$ cat src/rims_pkg.sv
// constants shared by the mode-select block; no other assumptions.
package rims_pkg;
  // register indices; byte address is four times the index
  localparam logic [7:0] IDX_DEVICE_STATUS = 8'h04;
  localparam logic [7:0] IDX_CSI_PLL_CONTROL   = 8'h1F;
  localparam logic [7:0] IDX_PORT_CFG0     = 8'h6D;
  localparam logic [7:0] IDX_PORT_CFG1     = 8'h6E;
  localparam logic [7:0] IDX_VC_REMAP0     = 8'h70;
  localparam logic [7:0] IDX_VC_REMAP1     = 8'h71;
  localparam logic [7:0] IDX_RAW_HDR0      = 8'h72;
  localparam logic [7:0] IDX_RAW_HDR1      = 8'h73;
  localparam logic [7:0] IDX_PORT_STS0     = 8'h74;
  localparam logic [7:0] IDX_PORT_STS1     = 8'h75;
  localparam int         SYNC_CLK_BIT      = 4;
  localparam int         STS_VIOL_BIT      = 9;
  localparam int         STS_OVF_BIT       = 10;
  localparam int         STS_FRM40_BIT     = 11;
  localparam int         CFG_RAW8_BIT      = 2;
  localparam int         CFG_RAW8_LSB_BIT  = 3;
  localparam logic [7:0] PORT_CFG_RST      = 8'h00;
  localparam logic [7:0] PLL_CTL_RST       = 8'h00;
  localparam logic [7:0] VC_REMAP_RST      = 8'hE4;
  localparam logic [7:0] RAW_HDR_RST       = 8'h2B;
  // input mode field encodings
  localparam logic [1:0] MODE_CSI          = 2'h0;
  localparam logic [1:0] MODE_RAW12_LF     = 2'h1;
  localparam logic [1:0] MODE_RAW12_HF     = 2'h2;
  localparam logic [1:0] MODE_RAW10        = 2'h3;
  // strap mode numbers
  localparam logic [2:0] STRAP_CSI_NSYNC   = 3'h0;
  localparam logic [2:0] STRAP_RAW12_LF    = 3'h1;
  localparam logic [2:0] STRAP_RAW12_HF    = 3'h2;
  localparam logic [2:0] STRAP_RAW10       = 3'h3;
  localparam logic [2:0] STRAP_CSI_SYNC    = 3'h4;
  // timing
  localparam int         CLK_HZ            = 50_000_000;
  localparam int         STRAP_WAIT_US     = 1000;
  localparam int         STRAP_WAIT_CYC    = STRAP_WAIT_US * (CLK_HZ / 1_000_000);
  localparam int         SYNC_GAP_PCLK     = 10;
  // line rate figures, in thirds of the governing clock
  localparam logic [8:0] LR3_CSI_SYNC      = 9'h1E0; // 160x
  localparam logic [8:0] LR3_CSI_NSYNC     = 9'h0F0; // 80x
  localparam logic [8:0] LR3_RAW12_HF      = 9'h038; // 2/3 x 28
  localparam logic [8:0] LR3_RAW10         = 9'h02A; // 1/2 x 28
  localparam logic [8:0] LR3_RAW12_LF      = 9'h000;
  localparam logic [5:0] BC_MULT_SYNC      = 6'h02;
  localparam logic [5:0] BC_MBPS_NSYNC     = 6'h0A;
  localparam logic [7:0] PCLK_MULT_SYNC    = 8'h04;
  // output packet kinds
  typedef enum logic [2:0] {
    RIMS_PK_PAYLOAD = 3'h0,
    RIMS_PK_FS      = 3'h1,
    RIMS_PK_FE      = 3'h2,
    RIMS_PK_LS      = 3'h3,
    RIMS_PK_LE      = 3'h4,
    RIMS_PK_CSI     = 3'h5
  } rims_kind_e;
endpackage : rims_pkg

$ cat src/rims_top.sv
// per-port receive input mode select with APB registers and packet build.
// assumes power_down_n, mode_strap and both link inputs are asynchronous
// pins; the strap arrives already digitised to a 3-bit level code.
//
// Chosen here: register access over APB.
`timescale 1ns/10ps
module rims_top #(
  parameter int STRAP_WAIT = rims_pkg::STRAP_WAIT_CYC
) (
  input  wire logic              pclk,
  input  wire logic              presetn,
  input  wire logic              psel,
  input  wire logic              penable,
  input  wire logic              pwrite,
  input  wire logic [11:0]       paddr,
  input  wire logic [31:0]       pwdata,
  input  wire logic [3:0]        pstrb,
  output logic      [31:0]       prdata,
  output logic                   pready,
  output logic                   pslverr,
  input  wire logic              power_down_n,
  input  wire logic [2:0]        mode_strap,
  input  wire logic [1:0]        forward_pixel_clock,
  input  wire logic [1:0][39:0]  rx_frame,
  input  wire logic              tx_ready,
  output logic                   tx_valid,
  output logic                   tx_port,
  output logic      [2:0]        tx_kind,
  output logic      [1:0]        tx_vc,
  output logic      [5:0]        tx_dt,
  output logic      [31:0]       tx_data,
  output logic      [2:0]        strap_mode,
  output logic                   strap_done,
  output logic                   sync_clk_mode,
  output logic      [5:0]        back_rate,
  output logic      [7:0]        pix_clk_mult
);
  typedef struct packed {
    logic              pd_s1;
    logic              pd_s2;
    logic              pd_prev;
    logic [2:0]        st_s1;
    logic [2:0]        st_s2;
    logic [31:0]       wait_cnt;
    logic              waiting;
    logic              done;
    logic [2:0]        strap;
    logic              sync_clk;
    logic [7:0]        pll_ctl;
    logic [1:0][7:0]   cfg;
    logic [1:0][7:0]   remap;
    logic [1:0][7:0]   hdr;
    logic [1:0]        ck_s1;
    logic [1:0]        ck_s2;
    logic [1:0]        ck_prev;
    logic [1:0][39:0]  d_s1;
    logic [1:0][39:0]  d_s2;
    logic [1:0]        hs_prev;
    logic [1:0]        vs_prev;
    logic [1:0][3:0]   gap;
    logic [1:0]        viol;
    logic [1:0]        ovf;
    logic [1:0]        pv;
    logic [1:0][2:0]   pkind;
    logic [1:0][1:0]   pvc;
    logic [1:0][5:0]   pdt;
    logic [1:0][31:0]  pdat;
    logic              rr;
    logic              ov;
    logic              oport;
    logic [2:0]        okind;
    logic [1:0]        ovc;
    logic [5:0]        odt;
    logic [31:0]       odat;
    logic [31:0]       rdata;
    logic              err;
  } rims_state_s;

  rims_state_s state_reg;
  rims_state_s state_next;

  logic        setup;
  logic        wr;
  logic [7:0]  idx;
  logic        mapped;
  logic [31:0] rd_mux;

  assign setup  = psel && !penable;
  assign wr     = psel && penable && pwrite;
  assign idx    = paddr[9:2];
  assign pready = 1'b1;

  // line-rate figure per port mode, in thirds of its governing clock
  function automatic logic [8:0] rims_rate(input logic [1:0] m,
                                           input logic       sync);
    logic [8:0] r;
    r = rims_pkg::LR3_RAW12_LF;
    case (m)
      rims_pkg::MODE_CSI:      r = sync ? rims_pkg::LR3_CSI_SYNC
                                        : rims_pkg::LR3_CSI_NSYNC;
      rims_pkg::MODE_RAW12_HF: r = rims_pkg::LR3_RAW12_HF;
      rims_pkg::MODE_RAW10:    r = rims_pkg::LR3_RAW10;
      default:                 r = rims_pkg::LR3_RAW12_LF;
    endcase
    return r;
  endfunction : rims_rate

  always_comb begin
    logic [31:0] sts;
    sts    = 32'h0000_0000;
    mapped = 1'b1;
    rd_mux = 32'h0000_0000;
    case (idx)
      rims_pkg::IDX_DEVICE_STATUS:
        rd_mux[rims_pkg::SYNC_CLK_BIT] = state_reg.sync_clk;
      rims_pkg::IDX_CSI_PLL_CONTROL: rd_mux[7:0] = state_reg.pll_ctl;
      rims_pkg::IDX_PORT_CFG0:   rd_mux[7:0] = state_reg.cfg[0];
      rims_pkg::IDX_PORT_CFG1:   rd_mux[7:0] = state_reg.cfg[1];
      rims_pkg::IDX_VC_REMAP0:   rd_mux[7:0] = state_reg.remap[0];
      rims_pkg::IDX_VC_REMAP1:   rd_mux[7:0] = state_reg.remap[1];
      rims_pkg::IDX_RAW_HDR0:    rd_mux[7:0] = state_reg.hdr[0];
      rims_pkg::IDX_RAW_HDR1:    rd_mux[7:0] = state_reg.hdr[1];
      rims_pkg::IDX_PORT_STS0, rims_pkg::IDX_PORT_STS1: begin
        sts[8:0] = rims_rate(state_reg.cfg[idx[0]][1:0],
                             state_reg.sync_clk);
        sts[rims_pkg::STS_VIOL_BIT]  = state_reg.viol[idx[0]];
        sts[rims_pkg::STS_OVF_BIT]   = state_reg.ovf[idx[0]];
        sts[rims_pkg::STS_FRM40_BIT] =
          (state_reg.cfg[idx[0]][1:0] == rims_pkg::MODE_CSI);
        rd_mux = sts;
      end
      default: mapped = 1'b0;
    endcase
  end

  always_comb begin
    logic        pd_rise;
    logic        edge_seen;
    logic        hs;
    logic        vs;
    logic        sync_chg;
    logic [1:0]  m;
    logic [39:0] d;
    logic [1:0]  pick;
    logic        load;
    logic        take;
    state_next = state_reg;
    pd_rise    = 1'b0;
    edge_seen  = 1'b0;
    hs         = 1'b0;
    vs         = 1'b0;
    sync_chg   = 1'b0;
    m          = rims_pkg::MODE_CSI;
    d          = 40'h00_0000_0000;
    pick       = 2'h0;
    load       = 1'b0;
    take       = 1'b0;

    state_next.pd_s1   = power_down_n;
    state_next.pd_s2   = state_reg.pd_s1;
    state_next.pd_prev = state_reg.pd_s2;
    state_next.st_s1   = mode_strap;
    state_next.st_s2   = state_reg.st_s1;
    pd_rise = state_reg.pd_s2 && !state_reg.pd_prev;

    // strap timer restarts on each release; held off while powered down
    if (!state_reg.pd_s2) begin
      state_next.waiting  = 1'b0;
      state_next.wait_cnt = 32'h0000_0000;
      state_next.done     = 1'b0;
    end else if (pd_rise) begin
      state_next.waiting  = 1'b1;
      state_next.wait_cnt = 32'h0000_0000;
      state_next.done     = 1'b0;
    end else if (state_reg.waiting) begin
      state_next.wait_cnt = state_reg.wait_cnt + 32'h0000_0001;
      if (state_reg.wait_cnt == 32'(STRAP_WAIT - 1)) begin
        state_next.waiting = 1'b0;
        state_next.done    = 1'b1;
        state_next.strap   = state_reg.st_s2;
        // eight levels; unlisted ones fall back to CSI non-synchronous
        case (state_reg.st_s2)
          rims_pkg::STRAP_RAW12_LF: m = rims_pkg::MODE_RAW12_LF;
          rims_pkg::STRAP_RAW12_HF: m = rims_pkg::MODE_RAW12_HF;
          rims_pkg::STRAP_RAW10:    m = rims_pkg::MODE_RAW10;
          default:                  m = rims_pkg::MODE_CSI;
        endcase
        state_next.sync_clk =
          (state_reg.st_s2 == rims_pkg::STRAP_CSI_SYNC);
        state_next.pll_ctl[1:0] =
          {1'b0, (state_reg.st_s2 == rims_pkg::STRAP_CSI_SYNC)};
        state_next.cfg[0][1:0] = m;
        state_next.cfg[1][1:0] = m;
      end
    end

    // apb register writes; a later write beats the strap until release
    if (wr && pstrb[0]) begin
      case (idx)
        rims_pkg::IDX_CSI_PLL_CONTROL: begin
          state_next.pll_ctl  = pwdata[7:0];
          state_next.sync_clk = pwdata[0];
        end
        rims_pkg::IDX_PORT_CFG0: state_next.cfg[0]   = pwdata[7:0];
        rims_pkg::IDX_PORT_CFG1: state_next.cfg[1]   = pwdata[7:0];
        rims_pkg::IDX_VC_REMAP0: state_next.remap[0] = pwdata[7:0];
        rims_pkg::IDX_VC_REMAP1: state_next.remap[1] = pwdata[7:0];
        rims_pkg::IDX_RAW_HDR0:  state_next.hdr[0]   = pwdata[7:0];
        rims_pkg::IDX_RAW_HDR1:  state_next.hdr[1]   = pwdata[7:0];
        default: ;
      endcase
    end
    if (wr && pstrb[1]) begin
      for (int p = 0; p < 2; p++) begin
        if (idx == (rims_pkg::IDX_PORT_STS0 + 8'(p))) begin
          if (pwdata[rims_pkg::STS_VIOL_BIT]) state_next.viol[p] = 1'b0;
          if (pwdata[rims_pkg::STS_OVF_BIT])  state_next.ovf[p]  = 1'b0;
        end
      end
    end

    // output stage: pending slot of a port moves here when free
    take = state_reg.ov && tx_ready;
    if (take) state_next.ov = 1'b0;
    load = !state_reg.ov || tx_ready;

    for (int p = 0; p < 2; p++) begin
      state_next.ck_s1[p] = forward_pixel_clock[p];
      state_next.ck_s2[p] = state_reg.ck_s1[p];
      state_next.ck_prev[p] = state_reg.ck_s2[p];
      state_next.d_s1[p] = rx_frame[p];
      state_next.d_s2[p] = state_reg.d_s1[p];
      edge_seen = state_reg.ck_s2[p] && !state_reg.ck_prev[p];
      d  = state_reg.d_s2[p];
      m  = state_reg.cfg[p][1:0];
      hs = d[12];
      vs = d[13];
      if (edge_seen && state_reg.pd_s2) begin
        if (m != rims_pkg::MODE_CSI) begin
          state_next.hs_prev[p] = hs;
          state_next.vs_prev[p] = vs;
          sync_chg = (hs != state_reg.hs_prev[p]) ||
                     (vs != state_reg.vs_prev[p]);
          if (sync_chg) begin
            state_next.gap[p] = 4'h0;
            if (m == rims_pkg::MODE_RAW10 &&
                state_reg.gap[p] < 4'(rims_pkg::SYNC_GAP_PCLK - 1))
              state_next.viol[p] = 1'b1;
          end else if (state_reg.gap[p] != 4'hF) begin
            state_next.gap[p] = state_reg.gap[p] + 4'h1;
          end
        end
        if (state_reg.pv[p] && !(load && state_reg.rr == 1'(p))) begin
          state_next.ovf[p] = 1'b1;
        end else begin
          state_next.pv[p] = 1'b1;
          if (m == rims_pkg::MODE_CSI) begin
            // 40-bit frame: vc[39:38] dt[37:32] payload[31:0]
            state_next.pkind[p] = rims_pkg::RIMS_PK_CSI;
            state_next.pvc[p]   =
              state_reg.remap[p][2*d[39:38] +: 2];
            state_next.pdt[p]   = d[37:32];
            state_next.pdat[p]  = d[31:0];
          end else begin
            // 28-bit frame: vs[13] hs[12] pixel[11:0]
            state_next.pvc[p] = state_reg.hdr[p][7:6];
            state_next.pdt[p] = state_reg.hdr[p][5:0];
            if (vs && !state_reg.vs_prev[p])
              state_next.pkind[p] = rims_pkg::RIMS_PK_FS;
            else if (!vs && state_reg.vs_prev[p])
              state_next.pkind[p] = rims_pkg::RIMS_PK_FE;
            else if (hs && !state_reg.hs_prev[p])
              state_next.pkind[p] = rims_pkg::RIMS_PK_LS;
            else if (!hs && state_reg.hs_prev[p])
              state_next.pkind[p] = rims_pkg::RIMS_PK_LE;
            else
              state_next.pkind[p] = rims_pkg::RIMS_PK_PAYLOAD;
            state_next.pv[p] = (hs && vs) || sync_chg;
            state_next.pdat[p] = 32'h0000_0000;
            if (m == rims_pkg::MODE_RAW10) begin
              if (!state_reg.cfg[p][rims_pkg::CFG_RAW8_BIT])
                state_next.pdat[p][9:0] = d[9:0];
              else if (state_reg.cfg[p][rims_pkg::CFG_RAW8_LSB_BIT])
                state_next.pdat[p][7:0] = d[7:0];
              else
                state_next.pdat[p][7:0] = d[9:2];
            end else begin
              state_next.pdat[p][11:0] = d[11:0];
            end
          end
        end
      end
    end

    // round robin between ports; output is CSI-2 packets only
    pick = state_reg.pv;
    if (load && pick != 2'h0) begin
      state_next.rr = (pick == 2'h3) ? !state_reg.rr : pick[1];
      if (state_next.rr == state_reg.rr || pick != 2'h3) begin
        state_next.rr = pick[1] && !(pick[0] && !state_reg.rr);
      end
      state_next.ov    = 1'b1;
      state_next.oport = state_next.rr;
      state_next.okind = state_reg.pkind[state_next.rr];
      state_next.ovc   = state_reg.pvc[state_next.rr];
      state_next.odt   = state_reg.pdt[state_next.rr];
      state_next.odat  = state_reg.pdat[state_next.rr];
      if (!(edge_seen && state_reg.pd_s2 &&
            state_next.rr == 1'b1 && state_reg.pv[1]))
        state_next.pv[state_next.rr] = 1'b0;
    end

    if (setup) begin
      state_next.rdata = rd_mux;
      state_next.err   = !mapped;
    end
  end

  always_ff @(posedge pclk or negedge presetn) begin
    if (!presetn) begin
      state_reg         <= '0;
      state_reg.pll_ctl <= rims_pkg::PLL_CTL_RST;
      state_reg.cfg     <= {rims_pkg::PORT_CFG_RST, rims_pkg::PORT_CFG_RST};
      state_reg.remap   <= {rims_pkg::VC_REMAP_RST, rims_pkg::VC_REMAP_RST};
      state_reg.hdr     <= {rims_pkg::RAW_HDR_RST, rims_pkg::RAW_HDR_RST};
    end else begin
      state_reg <= state_next;
    end
  end

  assign prdata        = state_reg.rdata;
  assign pslverr       = psel && penable && state_reg.err;
  assign tx_valid      = state_reg.ov;
  assign tx_port       = state_reg.oport;
  assign tx_kind       = state_reg.okind;
  assign tx_vc         = state_reg.ovc;
  assign tx_dt         = state_reg.odt;
  assign tx_data       = state_reg.odat;
  assign strap_mode    = state_reg.strap;
  assign strap_done    = state_reg.done;
  assign sync_clk_mode = state_reg.sync_clk;
  // synchronous mode: back channel twice reference; else fixed 10 Mbps
  assign back_rate     = state_reg.sync_clk ? rims_pkg::BC_MULT_SYNC
                                            : rims_pkg::BC_MBPS_NSYNC;
  assign pix_clk_mult  = state_reg.sync_clk ? rims_pkg::PCLK_MULT_SYNC
                                            : 8'h00;
endmodule : rims_top

$ cat config.mk
export PLATFORM = sky130hd
export DESIGN_NAME = rims_top
export DESIGN_NICKNAME = d
export VERILOG_FILES = /design/src/rims_pkg.sv /design/src/rims_top.sv
export SDC_FILE = /design/constraint.sdc
export NUM_CORES = 1
export LEC_CHECK = 0
export ABC_AREA = 1
export BUFFER_PORTS_ARGS = -buffer_cell sky130_fd_sc_hd__buf_2
export CAP_MARGIN = 20
export CORE_MARGIN = 1.5
export CORE_UTILIZATION = 57
export DETAILED_ROUTE_END_ITERATION = 16
export HOLD_SLACK_MARGIN = 0.08
export PLACE_DENSITY_LB_ADDON = 0.15
export SKIP_LAST_GASP = 1
export SYNTH_ARGS = -nofsm -noshare
export SYNTH_HDL_FRONTEND = slang
export SYNTH_SLANG_ARGS = --single-unit
$ cat constraint.sdc
create_clock -name pclk -period 2.6 [get_ports pclk]
set_clock_uncertainty 0.2 [all_clocks]
set_input_delay 0.52 -clock pclk [delete_from_list [all_inputs] [get_ports pclk]]
set_output_delay 0.52 -clock pclk [all_outputs]
set_load 0.03 [all_outputs]
==> impl_table.tex <==
\begin{tabular}{lr}
\hline
Metric & Value \\
\hline
\multicolumn{2}{l}{\textbf{Status}} \\
Outcome & complete, no violations \\
\multicolumn{2}{l}{\textbf{Synthesis}} \\
Share of the synthesized area in the top cell type & 60.1\% \\
Number of unique standard cell types used by synthesis & 55 \\
Asr flop ratio synth & 100\% \\
Cells after Synth & 1732 \\
Top area cells in the synthesized netlist & sky130\_fd\_sc\_hd\_\_dfrtp\_1 60\%, sky130\_fd\_sc\_hd\_\_nand2\_1 6.8\%, sky130\_fd\_sc\_hd\_\_o21ai\_0 4.3\% \\
Sequential share of the synthesized area & 62.5\% \\
Yosys warns & 0 \\
Post-Syn Area per Cell & 9.98 um2 \\
Most frequent cell after synthesis & sky130\_fd\_sc\_hd\_\_dfrtp\_1 \\
Flip-flop and latch count after synthesis & 431 \\
Biggest area consumer among synthesized cells & sky130\_fd\_sc\_hd\_\_dfrtp\_1 \\
Area of the mapped netlist & 0.0173 mm2 \\
Number of enable flip-flop cells after synthesis & 0 \\
Commonest cells post-synth & 415 x sky130\_fd\_sc\_hd\_\_dfrtp\_1, 314 x sky130\_fd\_sc\_hd\_\_nand2\_1, 194 x sky130\_fd\_sc\_hd\_\_inv\_1 \\
Main synth FF type & sky130\_fd\_sc\_hd\_\_dfrtp\_1 \\
\multicolumn{2}{l}{\textbf{Timing}} \\
Portion of the clock cycle consumed by the worst path in the final layout & 90.8\% \\
Transition time at the pin with the least slew margin & 0.645 ns \\
Final worst path period need & 2.36 ns \\
Final number of max-transition violations & 0 \\
Setup repair after global routing missed its margin & false \\
Final hold violations & 0 \\
Worst slew margin & 57.0\% \\
Hold Slack & 0.144 ns \\
Final setup fails & 0 \\
Fmax & 424 MHz \\
Total negative setup slack & 0 ns \\
\multicolumn{2}{l}{\textbf{Finish}} \\
Multi-input combinational cell area & 0.00487 mm2 \\
Diodes inserted & 0 \\
Seq. cell area & 0.0108 mm2 \\
Final Cell Area & 0.0207 mm2 \\
Layout-stage area growth over the synthesis result & 20.0\% \\
Share of final-layout standard cells stronger than drive strength 1 & 17.6\% \\
Filler cell count in the final layout & 2224 \\
Max FFs per register & 280 \\
Net count reported at finish & 2123 \\
\multicolumn{2}{l}{\textbf{GRT}} \\
Vias in the first global route & 12700 \\
Total routing usage reported by global routing & 27.0\% \\
Pin count of the biggest net entering global routing & 78 \\
Global-route wire length before repair & 66000 um \\
Remaining global-route overflow & 0 \\
Initial antenna violation count & 0 \\
\multicolumn{2}{l}{\textbf{Power}} \\
Power after layout & 17.3 mW \\
Static leakage power & 9.92 nW \\
Largest voltage drop on the vdd net & 0.631 mV \\
Power density over the cells & 834 mW/mm2 \\
\multicolumn{2}{l}{\textbf{Place}} \\
Cell area reported after detailed placement & 0.0183 mm2 \\
Weighted congestion at the end of routability-driven global placement & 0.926 \\
Number of I/O port buffers & 176 \\
DP Wirelength & 26900 um \\
\multicolumn{2}{l}{\textbf{Drt}} \\
Sum of routed wire length over all layers & 40700 um \\
Routed via count & 12600 \\
Remaining DRCs & 0 \\
Post-DR wirelength/cell & 17.0 um \\
Avg Vias per Cell & 5.28 \\
Drt first-iter violations & 848 \\
Number of iterations in the first detailed-routing pass & 7 \\
Final ANT Viol Nets & 0 \\
\multicolumn{2}{l}{\textbf{Floorplan}} \\
Die area & 0.0314 mm2 \\
Initial core utilization & 58.2\% \\
Cell row count & 63 \\
Core outline area & 0.0297 mm2 \\
I/O pin total & 238 \\
Die Ht & 177 um \\
Die width & 177 um \\
\multicolumn{2}{l}{\textbf{CTS}} \\
Clock slew seen by the registers of the worst setup and hold paths & 0.06 ns \\
CTS tree & done \\
CTS root buf & sky130\_fd\_sc\_hd\_\_clkbuf\_16 \\
Post-CTS setup repair buffer count & 0 \\
Clock latency on the worst-skew pair & 0.55 ns \\
Total number of H-tree levels & 2 \\
Total clock buffers created by CTS & 44 \\
Bufs on Longest Clock Path & 3 \\
Gates resized, CTS repair & 0 \\
Clock sink total & 431 \\
\multicolumn{2}{l}{\textbf{Worst setup path}} \\
Worst setup path start & state\_next[449] \\
Cell-by-cell listing of the critical path & nand2\_1 > nor2\_1 > nand2\_1 > inv\_2 > buf\_12 > nor2\_1 > a31oi\_1 \\
Number of cells on the worst reg-to-reg path & 7 \\
Worst setup SP type & flop \\
Largest stage delay on the critical path & 0.51 ns \\
R2R Path End & state\_reg[162] \\
CP Depth & 7 \\
Data required time at the worst endpoint & 2.86 ns \\
Crit Path Class & reg2reg \\
Category of cells accounting for the largest share of critical-path delay & buffers and inverters \\
Critical Path AT & 2.62 ns \\
Critical Path Sink & state\_reg[162] \\
Crit path capture type & flop \\
Buffers and inverters on the worst path & 2 \\
Slowest cell on crit path & sky130\_fd\_sc\_hd\_\_dfrtp\_1 \\
R2r startpoint & state\_next[449] \\
Crit path max fanout & 31 \\
Setup slack of the most critical reg-to-reg path & 0.24 ns \\
\multicolumn{2}{l}{\textbf{Flow run}} \\
Number of violations of the max-capacitance limit & 0 \\
\multicolumn{2}{l}{\textbf{Hold path}} \\
Classification of the worst-slack hold path & reg2reg \\
\hline
\end{tabular}
[how the worst min path moves through the flow]
stage,start,endpoint,slack [ns],depth (start not counted)
detailed placement,state_next[196],state_reg[196],0.13,0
finish,state_next[204],state_reg[204],0.14,0
CTS,state_next[250],state_reg[250],0.14,0
global placement,state_next[202],state_reg[202],0.13,0
global route,state_next[258],state_reg[258],0.15,0
floorplan,presetn,prdata[0],0.02,0
[layout by cell type (no fill, tap or decap), types with 12 or more instances in the layout]
cell type and count:
sky130_fd_sc_hd__dfrtp_1 415, sky130_fd_sc_hd__nand2_1 314, sky130_fd_sc_hd__inv_1 194, sky130_fd_sc_hd__buf_2 175
sky130_fd_sc_hd__o21ai_0 148, sky130_fd_sc_hd__nor2_1 120, sky130_fd_sc_hd__nand3_1 96, sky130_fd_sc_hd__dlygate4sd3_1 89
sky130_fd_sc_hd__a21oi_1 61, sky130_fd_sc_hd__clkbuf_16 44, sky130_fd_sc_hd__o221ai_1 35, sky130_fd_sc_hd__conb_1 33
sky130_fd_sc_hd__buf_4 29, sky130_fd_sc_hd__o21ai_1 28, sky130_fd_sc_hd__dfstp_2 16, sky130_fd_sc_hd__o211ai_1 15
sky130_fd_sc_hd__nor3_1 13, sky130_fd_sc_hd__nand2_2 13, sky130_fd_sc_hd__a31oi_1 13, sky130_fd_sc_hd__ha_1 13
sky130_fd_sc_hd__buf_12 12
[layout make-up]
type | count | share of cell area, %
Clock buffer | 63 | 6.18
Clock inverter | 17 | 1.33
Inverter | 207 | 3.75
Multi-Input combinational cell | 980 | 23.5
Sequential cell | 431 | 52.1
Tap cell | 390 | 2.35
Timing Repair Buffer | 306 | 10.8
[stage by stage]
step | instances | util, % | setup WS [ns]
global route | 2394 | 69.8 | 0.0462
detailed placement | 2225 | 61.5 | 0.225
CTS | 2394 | 69.8 | 0.233
floorplan | 1763 | - | 0.758
global placement | 2225 | 61.5 | 0.279
finish | 2394 | 69.8 | 0.240
[cells by family (layout without fill, tap and decap cells)]
| logic type | Yosys count | after routing | synth area share [%] |
|---|---|---|---|
| XOR/XNOR | 2 | 2 | 0.101 |
| flip-flops | 431 | 431 | 62.5 |
| adder cells (fa/ha/maj) | 13 | 13 | 0.941 |
| AO/OA/AOI/OAI | 338 | 338 | 11.5 |
| buffers and inverters | 352 | 593 | 10.0 |
| other | 2 | 33 | 0.0435 |
| AND/OR/NAND/NOR | 592 | 592 | 14.7 |
| multiplexers | 2 | 2 | 0.116 |
[repair_timing]
| action | 4_1_cts | 5_1_grt |
|---|---|---|
| setup endpoints to repair | 0 | 0 |
| hold buffers | 89 | 0 |
| hold endpoints to repair | 206 | 0 |
[where the power goes]
part / internal [mW] / switching, mW / total (mW) / leakage (nW)
Combinational: 0.883 / 1.96 / 2.84 / 3.76
Sequential: 7.41 / 0.362 / 7.77 / 5.39
Clock: 4.06 / 2.62 / 6.68 / 0.763
Total: 12.3 / 4.94 / 17.3 / 9.92
[layer usage]
layer  wire (um)  track usage, %
met1       18200            38.2
met2       19100            43.3
met3        2320            4.38
met4         952            7.77
met5           0               0
Note: power is estimated with default switching activity, not from simulation.
